--- src/inc/actac_regs.svh ---
// Purpose: Register offsets, field positions, reset values and timing counts
// Assumes: 8-bit special-function register bus
// Notes:   Summary below lists the behaviour this block keeps
//
// Summary of operation
// - Conversion clock equals source over divider plus one
// - Source is system clock, low-power oscillator in burst
// - Normal track: conversion starts right after trigger
// - Delayed track: three conversion clocks before converting
// - Accumulator config bit 7 enables 12-bit resolution
// - No accumulate, no burst: result word holds latest conversion; burst sums its conversions
// - Accumulate, no burst: each result added into 16-bit word
// - Accumulate-enable bit is write-only, reads zero
// - Format codes: right shift 0-3, or left-justify
// - Burst repeat code picks 1,4,8,16,32,64 conversions
// - Burst-enable bit selects burst or single conversion
// - Burst with delayed track adds three clocks per conversion
`ifndef ACTAC_REGS_SVH
`define ACTAC_REGS_SVH

// ----------------------------------------------------------------
// Register addresses
// ----------------------------------------------------------------
`define ACTAC_CFG_ADDR 8'h97
`define ACTAC_ACC_ADDR 8'hba
`define ACTAC_RLO_ADDR 8'hbd
`define ACTAC_RHI_ADDR 8'hbe

// ----------------------------------------------------------------
// Reset values and fields
// ----------------------------------------------------------------
`define ACTAC_CFG_RST  8'hf8
`define ACTAC_ACC_RST  8'h00
`define ACTAC_DIV_HI   7
`define ACTAC_DIV_LO   3
`define ACTAC_8B_BIT   2
`define ACTAC_TM_BIT   1
`define ACTAC_GAIN_BIT 0
`define ACTAC_12B_BIT  7
`define ACTAC_AE_BIT   6
`define ACTAC_SJ_HI    5
`define ACTAC_SJ_LO    3
`define ACTAC_RPT_HI   2
`define ACTAC_RPT_LO   0
`define ACTAC_SJ_LEFT  3'h4

// ----------------------------------------------------------------
// Timing
// ----------------------------------------------------------------
`define ACTAC_TRACK_TICKS 2'h3

`endif

--- src/inc/actac_pkg.sv ---
// Purpose: Types shared by the converter control block
// Assumes: Included after actac_regs.svh
// Notes:   State of each module is one packed struct
package actac_pkg;

   // ----------------------------------------------------------------
   // Register bus carrier
   // ----------------------------------------------------------------
   typedef struct packed {
      logic [7:0] addr;
      logic [7:0] wdata;
      logic       wr;
      logic       rd;
   } actac_sfr_t;

   // ----------------------------------------------------------------
   // Sequencer and state
   // ----------------------------------------------------------------
   typedef enum logic [1:0] {SEQ_IDLE, SEQ_TRACK, SEQ_WAIT} actac_seq_t;

   typedef struct packed {
      logic [7:0]  cfg;
      logic [7:0]  ac;
      logic [15:0] acc;
      actac_seq_t  seq;
      logic [1:0]  trk;
      logic [6:0]  left;
      logic        first;
      logic        conv_start;
      logic        complete;
      logic [7:0]  rdata;
   } actac_state_t;

   typedef struct packed {
      logic [1:0] sync;
      logic       lpo_d;
      logic [4:0] cnt;
      logic       tick;
   } actac_div_t;

endpackage

--- src/actac_clkdiv.sv ---
// Purpose: Conversion clock divider with selectable source
// Assumes: Oscillator pin is asynchronous to clk
// Notes:   Output is a one-cycle tick per conversion clock
`timescale 1ns/1ps
`include "actac_regs.svh"
module actac_clkdiv import actac_pkg::*; (
   input  wire logic       clk,        // System clock
   input  wire logic       rst_n,      // Async reset, low
   input  wire logic       lp_osc_pin, // Low-power oscillator
   input  wire logic       burst_sel,  // Burst mode active
   input  wire logic [4:0] div,        // Divider value
   output logic            conv_tick   // Conversion clock tick
);

   actac_div_t div_reg;
   actac_div_t div_next;
   logic       lpo_rise;
   logic       src_tick;

   // ----------------------------------------------------------------
   // Source selection
   // ----------------------------------------------------------------
   assign lpo_rise  = div_reg.sync[1] & ~div_reg.lpo_d;
   assign src_tick  = burst_sel ? lpo_rise : 1'b1;
   assign conv_tick = div_reg.tick;

   // Divide source ticks by div plus one
   always_comb begin
      div_next      = div_reg;
      div_next.sync = {div_reg.sync[0], lp_osc_pin};
      div_next.lpo_d = div_reg.sync[1];
      div_next.tick = 1'b0;
      if (src_tick) begin
         if (div_reg.cnt >= div) begin
            div_next.cnt  = 5'h00;
            div_next.tick = 1'b1;
         end else begin
            div_next.cnt = div_reg.cnt + 5'h01;
         end
      end
   end

   // State register
   always_ff @(posedge clk or negedge rst_n) begin
      if (!rst_n) begin
         div_reg <= '0;
      end else begin
         div_reg <= div_next;
      end
   end

   // ----------------------------------------------------------------
   // Checks
   // ----------------------------------------------------------------
   logic [5:0] gap;
   logic       chg;
   logic       moved;
   logic [4:0] div_d;
   logic       burst_d;

   // Settings differ from those of the previous cycle
   assign moved = (div_d != div) || (burst_d != burst_sel);

   // Cycles since last tick, and setting changes
   always_ff @(posedge clk or negedge rst_n) begin
      if (!rst_n) begin
         gap     <= 6'h00;
         chg     <= 1'b1;
         div_d   <= 5'h00;
         burst_d <= 1'b0;
      end else begin
         gap     <= conv_tick ? 6'h01 : ((gap == 6'h3f) ? gap : gap + 6'h01);
         chg     <= conv_tick ? moved : (chg | moved);
         div_d   <= div;
         burst_d <= burst_sel;
      end
   end
endmodule

--- src/actac_core.sv ---
// Purpose: Converter configuration, sequencing and result formatting
// Assumes: SAR returns right-justified result with a done pulse
// Notes:   Registers reached on the special-function register bus
`timescale 1ns/1ps
`include "actac_regs.svh"
module actac_core import actac_pkg::*; (
   input  wire logic        clk,                 // 20 MHz system clock
   input  wire logic        rst_n,               // Async reset, low
   input  wire actac_sfr_t  sfr,                 // Register bus request
   output logic [7:0]       sfr_rdata,           // Read data, next cycle
   input  wire logic        burst_mode_enable,   // Burst mode select
   input  wire logic        adc_enable,          // Converter enabled
   input  wire logic        start_of_conversion, // Trigger pulse
   input  wire logic        lp_osc_pin,          // Low-power oscillator
   input  wire logic [11:0] sar_result,          // Raw conversion result
   input  wire logic        sar_done,            // Result valid pulse
   output logic             conversion_clock,    // Conversion clock tick
   output logic             conv_start,          // Begin conversion pulse
   output logic             conversion_complete, // Sequence done pulse
   output logic             input_gain_select,   // Amplifier gain
   output logic             eight_bit_select,    // 8-bit resolution
   output logic             twelve_bit_select,   // 12-bit resolution
   output logic             delayed_track_select,// Delayed tracking
   output logic [15:0]      result_word          // Raw accumulator
);

   actac_state_t st_reg;
   actac_state_t st_next;
   logic [15:0]  sample;
   logic [15:0]  fmt_word;
   logic [4:0]   conv_clock_divider;
   logic [2:0]   result_shift_justify;
   logic [2:0]   burst_repeat_count;
   logic         accumulate_enable;

   // ----------------------------------------------------------------
   // Decoding helpers
   // ----------------------------------------------------------------
   // Keep only the bits of the active resolution
   function automatic logic [15:0] res_mask(input logic [11:0] v, input logic b12, input logic b8);
      if (b12) begin
         res_mask = {4'h0, v};
      end else if (b8) begin
         res_mask = {8'h00, v[7:0]};
      end else begin
         res_mask = {6'h00, v[9:0]};
      end
   endfunction

   // Conversions per burst
   function automatic logic [6:0] rpt_total(input logic [2:0] code);
      case (code)
         3'h1:    rpt_total = 7'h04;
         3'h2:    rpt_total = 7'h08;
         3'h3:    rpt_total = 7'h10;
         3'h4:    rpt_total = 7'h20;
         3'h5:    rpt_total = 7'h40;
         default: rpt_total = 7'h01;
      endcase
   endfunction

   // ----------------------------------------------------------------
   // Field views
   // ----------------------------------------------------------------
   assign conv_clock_divider   = st_reg.cfg[`ACTAC_DIV_HI:`ACTAC_DIV_LO];
   assign eight_bit_select     = st_reg.cfg[`ACTAC_8B_BIT];
   assign delayed_track_select = st_reg.cfg[`ACTAC_TM_BIT];
   assign input_gain_select    = st_reg.cfg[`ACTAC_GAIN_BIT];
   assign twelve_bit_select    = st_reg.ac[`ACTAC_12B_BIT];
   assign accumulate_enable    = st_reg.ac[`ACTAC_AE_BIT];
   assign result_shift_justify = st_reg.ac[`ACTAC_SJ_HI:`ACTAC_SJ_LO];
   assign burst_repeat_count   = st_reg.ac[`ACTAC_RPT_HI:`ACTAC_RPT_LO];
   assign sample      = res_mask(sar_result, twelve_bit_select, eight_bit_select);
   assign sfr_rdata   = st_reg.rdata;
   assign conv_start  = st_reg.conv_start;
   assign conversion_complete = st_reg.complete;
   assign result_word = st_reg.acc;

   // Read formatting of the accumulator
   always_comb begin
      case (result_shift_justify)
         3'h1:    fmt_word = st_reg.acc >> 1;
         3'h2:    fmt_word = st_reg.acc >> 2;
         3'h3:    fmt_word = st_reg.acc >> 3;
         `ACTAC_SJ_LEFT: begin
            if (twelve_bit_select) begin
               fmt_word = st_reg.acc << 4;
            end else if (eight_bit_select) begin
               fmt_word = st_reg.acc << 8;
            end else begin
               fmt_word = st_reg.acc << 6;
            end
         end
         default: fmt_word = st_reg.acc;
      endcase
   end

   // ----------------------------------------------------------------
   // Conversion clock
   // ----------------------------------------------------------------
   actac_clkdiv u_div (
      .clk        (clk),
      .rst_n      (rst_n),
      .lp_osc_pin (lp_osc_pin),
      .burst_sel  (burst_mode_enable),
      .div        (conv_clock_divider),
      .conv_tick  (conversion_clock)
   );

   // ----------------------------------------------------------------
   // Next state: register access, sequencer, accumulator
   // ----------------------------------------------------------------
   always_comb begin
      st_next            = st_reg;
      st_next.conv_start = 1'b0;
      st_next.complete   = 1'b0;
      // Register reads
      if (sfr.rd) begin
         case (sfr.addr)
            `ACTAC_CFG_ADDR: st_next.rdata = st_reg.cfg;
            `ACTAC_ACC_ADDR: st_next.rdata = st_reg.ac & ~(8'h01 << `ACTAC_AE_BIT);
            `ACTAC_RHI_ADDR: st_next.rdata = fmt_word[15:8];
            `ACTAC_RLO_ADDR: st_next.rdata = fmt_word[7:0];
            default:         st_next.rdata = 8'h00;
         endcase
      end
      // Register writes
      if (sfr.wr) begin
         case (sfr.addr)
            `ACTAC_CFG_ADDR: st_next.cfg = sfr.wdata;
            `ACTAC_ACC_ADDR: st_next.ac = sfr.wdata;
            `ACTAC_RHI_ADDR: st_next.acc[15:8] = sfr.wdata;
            `ACTAC_RLO_ADDR: st_next.acc[7:0] = sfr.wdata;
            default: ;
         endcase
      end
      // Conversion sequencer
      case (st_reg.seq)
         SEQ_IDLE: begin
            if (start_of_conversion && (adc_enable || burst_mode_enable)) begin
               st_next.left  = burst_mode_enable ? rpt_total(burst_repeat_count) : 7'h01;
               st_next.first = 1'b1;
               if (delayed_track_select) begin
                  st_next.seq = SEQ_TRACK;
                  st_next.trk = 2'h0;
               end else begin
                  st_next.seq        = SEQ_WAIT;
                  st_next.conv_start = 1'b1;
               end
            end
         end
         SEQ_TRACK: begin
            if (conversion_clock) begin
               if (st_reg.trk == `ACTAC_TRACK_TICKS - 2'h1) begin
                  st_next.seq        = SEQ_WAIT;
                  st_next.conv_start = 1'b1;
               end else begin
                  st_next.trk = st_reg.trk + 2'h1;
               end
            end
         end
         SEQ_WAIT: begin
            if (sar_done) begin
               if (burst_mode_enable) begin
                  st_next.acc = st_reg.first ? sample : st_reg.acc + sample;
               end else if (accumulate_enable) begin
                  st_next.acc = st_next.acc + sample;
               end else begin
                  st_next.acc = sample;
               end
               st_next.first = 1'b0;
               st_next.left  = st_reg.left - 7'h01;
               if (st_reg.left > 7'h01) begin
                  if (delayed_track_select) begin
                     st_next.seq = SEQ_TRACK;
                     st_next.trk = 2'h0;
                  end else begin
                     st_next.conv_start = 1'b1;
                  end
               end else begin
                  st_next.seq      = SEQ_IDLE;
                  st_next.complete = 1'b1;
               end
            end
         end
         default: st_next.seq = SEQ_IDLE;
      endcase
   end

   // State register
   always_ff @(posedge clk or negedge rst_n) begin
      if (!rst_n) begin
         st_reg      <= '0;
         st_reg.cfg  <= `ACTAC_CFG_RST;
         st_reg.ac   <= `ACTAC_ACC_RST;
         st_reg.seq  <= SEQ_IDLE;
         st_reg.left <= 7'h01;
      end else begin
         st_reg <= st_next;
      end
   end

   logic [6:0] starts;

   // Conversions begun in the current sequence
   always_ff @(posedge clk or negedge rst_n) begin
      if (!rst_n) begin
         starts <= 7'h00;
      end else if (st_reg.seq == SEQ_IDLE) begin
         starts <= conv_start ? 7'h01 : 7'h00;
      end else if (conv_start) begin
         starts <= starts + 7'h01;
      end
   end
endmodule

--- config.mk ---
export PLATFORM = sky130hd
export DESIGN_NAME = actac_core
export DESIGN_NICKNAME = d
export VERILOG_FILES = /design/src/inc/actac_pkg.sv /design/src/actac_clkdiv.sv /design/src/actac_core.sv
export VERILOG_INCLUDE_DIRS = /design/src /design/src/inc
export SDC_FILE = /design/constraint.sdc
export NUM_CORES = 1
export LEC_CHECK = 0
export ABC_AREA = 1
export BUFFER_PORTS_ARGS = -buffer_cell sky130_fd_sc_hd__clkbuf_2
export CORE_UTILIZATION = 50
export DETAILED_ROUTE_END_ITERATION = 7
export PLACE_DENSITY_LB_ADDON = 0.12
export SYNTH_ARGS = -nofsm -noshare
export SYNTH_HDL_FRONTEND = slang
export SYNTH_SLANG_ARGS = --single-unit
--- constraint.sdc ---
create_clock -name clk -period 3 [get_ports clk]
set_input_delay 0.6 -clock clk [delete_from_list [all_inputs] [get_ports clk]]
set_output_delay 0.6 -clock clk [all_outputs]
set_load 0.005 [all_outputs]
Yosys cells after proc, flatten, opt, wreduce, memory -nomap -nowiden
Cells that the tools add are included.

Add/sub/neg operators: 5. $lt $le $gt $ge: 2. Equal/unequal tests: 25. Muxes and demuxes: 39. Bitwise logic cells: 2. Reductions and logical operators: 10.

Operator list (count): 2-to-1 mux 16 bit (7); case mux 16 bit (4 select lines) (1); case mux 7 bit (5 select lines) (1); adder 16 bit (2); == test 8 bit, second input constant (4); case mux 8 bit (4 select lines) (1); 2-to-1 mux 30 bit (1); 2-to-1 mux 8 bit (2); case mux 8 bit (2 select lines) (1); inequality test 2 bit, second input constant (7); 2-to-1 mux 13 bit (1); == test 3 x 2 -> 1 bit, second input constant (4); 2-to-1 mux 12 bit (1); 2-to-1 mux 2 bit (6); case mux 2 bit (3 select lines) (2); 2-to-1 mux 10 bit (1); == test 3 bit, second input constant (3); 2-to-1 mux 1 bit (9); 2-to-1 mux 4 bit (2); AND reduction 8 bit (1); > comparator 7 x 1 -> 1 bit, second input constant (1); 2-to-1 mux 7 bit (1); subtractor 7 x 1 -> 7 bit, second input constant (1); == test 3 x 1 -> 1 bit, second input constant (2); other kinds (19) (21).

Register bits: 63. Output and inout port bits: 31. Logic and storage cells: 97.

Longest topological paths before layout
Depth after elaboration: 8. Gate-level depth with buffers: 23. Mapped depth without buffers: 23.

Modules after synthesis
From an unflattened synthesis, not the netlist that was laid out.

Cells, all modules: 880. Area, all modules: 5921.9 um^2.

Modules (own cells, without submodules): actac_core (instances 1, cells each 809, area an instance 5373.9 um^2, seq. area each 1358.8 um^2); actac_clkdiv (instances 1, cells each 71, area an instance 548.0 um^2, seq. area each 225.2 um^2).

Worst setup path before layout
OpenSTA, ideal clock, no wires.

Kind: input port to flip-flop. Start point: input port sfr[16] (netlist name). End point: register st_reg, in the netlist result_word[14]. Library setup time: 0.121 ns. Arrival time: 3.215 ns. Data required time: 2.879 ns. Path slack: -0.335 ns. Stages: 21. Buffers on the path: 1. Cell sequence: inv_1 -> nand2_1 -> nor2_8 -> nand2_1 -> nor2_1 -> buf_2 -> nand2_1 -> o21ai_0 -> ha_1 -> inv_1 -> fa_1 -> o21ai_0 -> nand3_1 -> nand2_1 -> nand4_1 -> nand2_1 -> nand2_1 -> nand2_1 -> nand3_1 -> nand3_1 -> a21boi_1.

RTL lines: start, declared (line actac_core.sv:9) `input wire actac_sfr_t sfr,`; end signal, assigned (line actac_core.sv:199) `st_reg <= st_next;`; end, declared (line actac_core.sv:27) `actac_state_t st_reg;`.

==> results by group <==
Status
  • Status: finished clean

Logic synthesis
  • Post-synth top flop: dfrtp_1
  • Synthesized instance count: about 860
  • Top post-synthesis cells by area: dfrtp_1 24%, nand2_1 11%, o21ai_0 8.9%
  • Top-area cell type share of the netlist area: 0.244
  • Synth unique cells: 53
  • Seq/Total Area, Yosys: 0.271
  • Largest area contributor in the netlist: dfrtp_1
  • Synthesized area per cell: just under 7 um2
  • Cell Area, Synth: 0.00585 mm2
  • Synthesis Warnings: 0
  • Synth Register Bits: between 60 and 70
  • EDFF count, synth: 0
  • Post-synth ARST share: 1.00
  • Syn_nets: 940

GRT
  • Largest net degree at the start of global routing: 38
  • Antenna violations before repair: 0
  • First-pass GRT wire length: approximately 29 mm
  • GRT Residual Overflow: 0
  • Vias in the first global route: about 5,800
  • Total track usage: 0.322

Worst setup path
  • R2R depth: 14
  • Crit. End Element: flip-flop
  • Max stage delay on crit path: a little under 400 ps
  • Critical path class: in -> reg
  • Worst EP arrival: ~3100 ps
  • Startpoint Class: primary input
  • Max FO, Critical Path: 6
  • Most used cell, CP: nand2_1
  • Slowest CP cell: fa_2
  • Reg2reg start: twelve_bit_select
  • CP Data Required Time: between 3000 and 4000 ps
  • Crit-path cells: clkbuf_2, nor3_4, nand2_4, nor2_4, nand2_1, o21ai_2, ha_2, inv_2, fa_2, o21ai_4, nand3_1, nand2_1, nand4_1, nand2_2, xor2_1, o21ai_1, a21oi_1
  • R2R Setup Slk: 290 ps
  • Reg2Reg Capture Point: result_word[15]

Cells and area
  • Register Area: roughly 0.0016 mm2
  • Fin cells: around 1,100
  • Layout Nets: 1,012
  • Design Area, Final: ~0.0068 mm2
  • Final core utilization: 0.596
  • Multi-input gate area in the final layout: 0.00363 mm2
  • Synthesis-to-finish area growth: 16.3%
  • Final-layout fill cell count: between 1,000 and 1,500
  • Ratio of cells with drive above 1 in the final layout: 0.182
  • Max reg flops: 16
  • Diode count: 0

Placement
  • Global placement routability congestion: 0.954
  • DP HPWL: 14.5 mm
  • DP Cell Count: around 1,100
  • Dpl cell area: 0.00639 mm2
  • IO Port Bufs: 67

STA
  • Worst slew pin tran: approximately 800 ps
  • Setup total negative slack: 0 ps
  • Endpoints failing setup: 0
  • Clock Skew: roughly 13 ps
  • Slew Viols, Final: 0
  • Final period utilization: 0.951
  • Max-Slew Margin vs Limit: 0.478
  • FMAX: between 300 and 400 MHz
  • Final min period: 2850 ps
  • Final Hold Fails: 0

Detailed routing
  • Vias per std cell: just under 6
  • Wire per inst: ~18 um
  • Antenna-violating nets left: 0
  • Drt drc: 0
  • Vias: 6,375
  • Drt first-iter violations: 624
  • Pre-antenna DRT Iters: 5
  • Detailed Route WL: 19.2 mm

Power and ir drop
  • Power Dens Cells: 846 mW/mm2
  • VDD IR max: around 0.45 mV
  • Power Total: 5750 uW
  • Leakage: approximately 0.0035 uW

CTS
  • Clock slew at reported path FFs: about 60 ps
  • Clock root cell: clkbuf_16
  • CTS Buf Count: 9
  • Longest Clk Path Bufs: 2
  • CTS sink count: between 60 and 70
  • CTS tree: done
  • # hold bufs at CTS: 0
  • H-tree levels: 3
  • Worst-Skew Late Latency: 350 ps

Floorplanning
  • Die height: approximately 110 um
  • Placeable core area: roughly 0.011 mm2
  • I/O pin count: 68
  • FP Rows: 39
  • Initial core utilization: 0.512
  • Chip width: 110 um
  • Die area: 0.0121 mm2

Worst hold path
  • Hold Path Class: in -> async

Job
  • MaxCap Viol Count: 0
-- critical path, delay by kind of cell --
family          cells  cell delay (ps)
compound gates      4              530
fa+ha+maj           2              610
buf+inv             2              150
xor+xnor            1              180
simple gates        8             1020
-- cell usage after synthesis (3+ instances only) --
| cell type | n |
|---|---|
| nand2_2 | 8 |
| buf_2 | 5 |
| clkbuf_1 | 17 |
| ha_1 | 37 |
| nor3_1 | 9 |
| nor2_1 | 57 |
| a211oi_1 | 5 |
| xnor2_1 | 9 |
| dfstp_2 | 6 |
| o21bai_1 | 4 |
| o2111ai_1 | 7 |
| o22ai_1 | 16 |
| inv_1 | 121 |
| dfrtp_1 | 57 |
| o21ai_0 | 104 |
| a31oi_1 | 13 |
| nor4_1 | 3 |
| o211ai_1 | 4 |
| xor2_1 | 8 |
| buf_4 | 24 |
| a21oi_1 | 74 |
| nand3_2 | 3 |
| nand2_1 | 179 |
| o221ai_1 | 9 |
| nand4_1 | 15 |
| nand3_1 | 35 |
-- cell type report --
cell class | count | share of cell area
inverters | 123 | 0.0679
clock inverters | 7 | 0.00736
well taps | 143 | 0.0263
clock buffers | 9 | 0.0331
flip-flops and latches | 63 | 0.233
repair buffers | 108 | 0.0984
multi-input cells | 631 | 0.534
-- cell families (layout without fill, tap and decap cells) --
kind of cell	count (synthesis)	count (layout)	share of synthesized area
compound gates	253	253	0.246
flops	63	63	0.271
fa+ha+maj	39	39	0.0860
xor+xnor	17	17	0.0254
simple gates	322	322	0.246
buf+inv	170	247	0.126
-- what timing repair did --
item                                    CTS  global route
endpoints found under the setup margin    0             8
setup buffers                             0             6
gates resized for setup                   0            28
hold endpoints to repair                  0             0
-- worst max-delay path by stage --
stage                 start              end  slack (ps)  cells after the start
detailed placement  sfr[10]  result_word[15]        -320                     19
CTS                 sfr[10]  result_word[15]          10                     19
floorplan           sfr[16]  result_word[14]          30                     21
finish              sfr[11]  result_word[10]         150                     17
global route        sfr[13]  result_word[10]         -30                     18
global placement    sfr[11]  result_word[15]        -240                     19
-- placed cells by master, fill, tap and decap left out, drive strengths merged, types with 2 or more instances in the layout --
master / instances
nor4: 3
a22oi: 2
o21bai: 4
o22ai: 16
a211oi: 5
buf: 44
a21oi: 74
a31oi: 13
nor2: 60
o221ai: 9
nand2: 189
o2111ai: 7
o21a: 2
clkinv: 4
ha: 37
nor3: 10
xor2: 8
o211ai: 4
a21boi: 3
nand4: 15
dfrtp: 57
fa: 2
o21ai: 107
nand3: 39
dfstp: 6
clkbuf: 73
xnor2: 9
or2: 3
clkinvlp: 3
inv: 123
-- stage by stage --
stage	worst slack, ps	hold WS (ps)
6_report	148	331
3_3_place_gp	-241	332
4_1_cts	12.0	349
3_5_place_dp	-324	341
2_1_floorplan	32.5	304
5_1_grt	-31.7	369
-- power breakdown --
group          internal [uW]  switching (uW)
clock                    558             425
combinational           1260            2030
sequential              1090             390
-- metal layers --
layer  share of wire  global-route usage  vias to the layer above
li1                -                   -                     3050
met2            0.46               0.521                      319
met3           0.076              0.0523                       51
met4           0.035               0.152                        0
met5               0                   0                        -
met1            0.43               0.418                     2955
No activity file was read; power rests on OpenSTA's default activity.
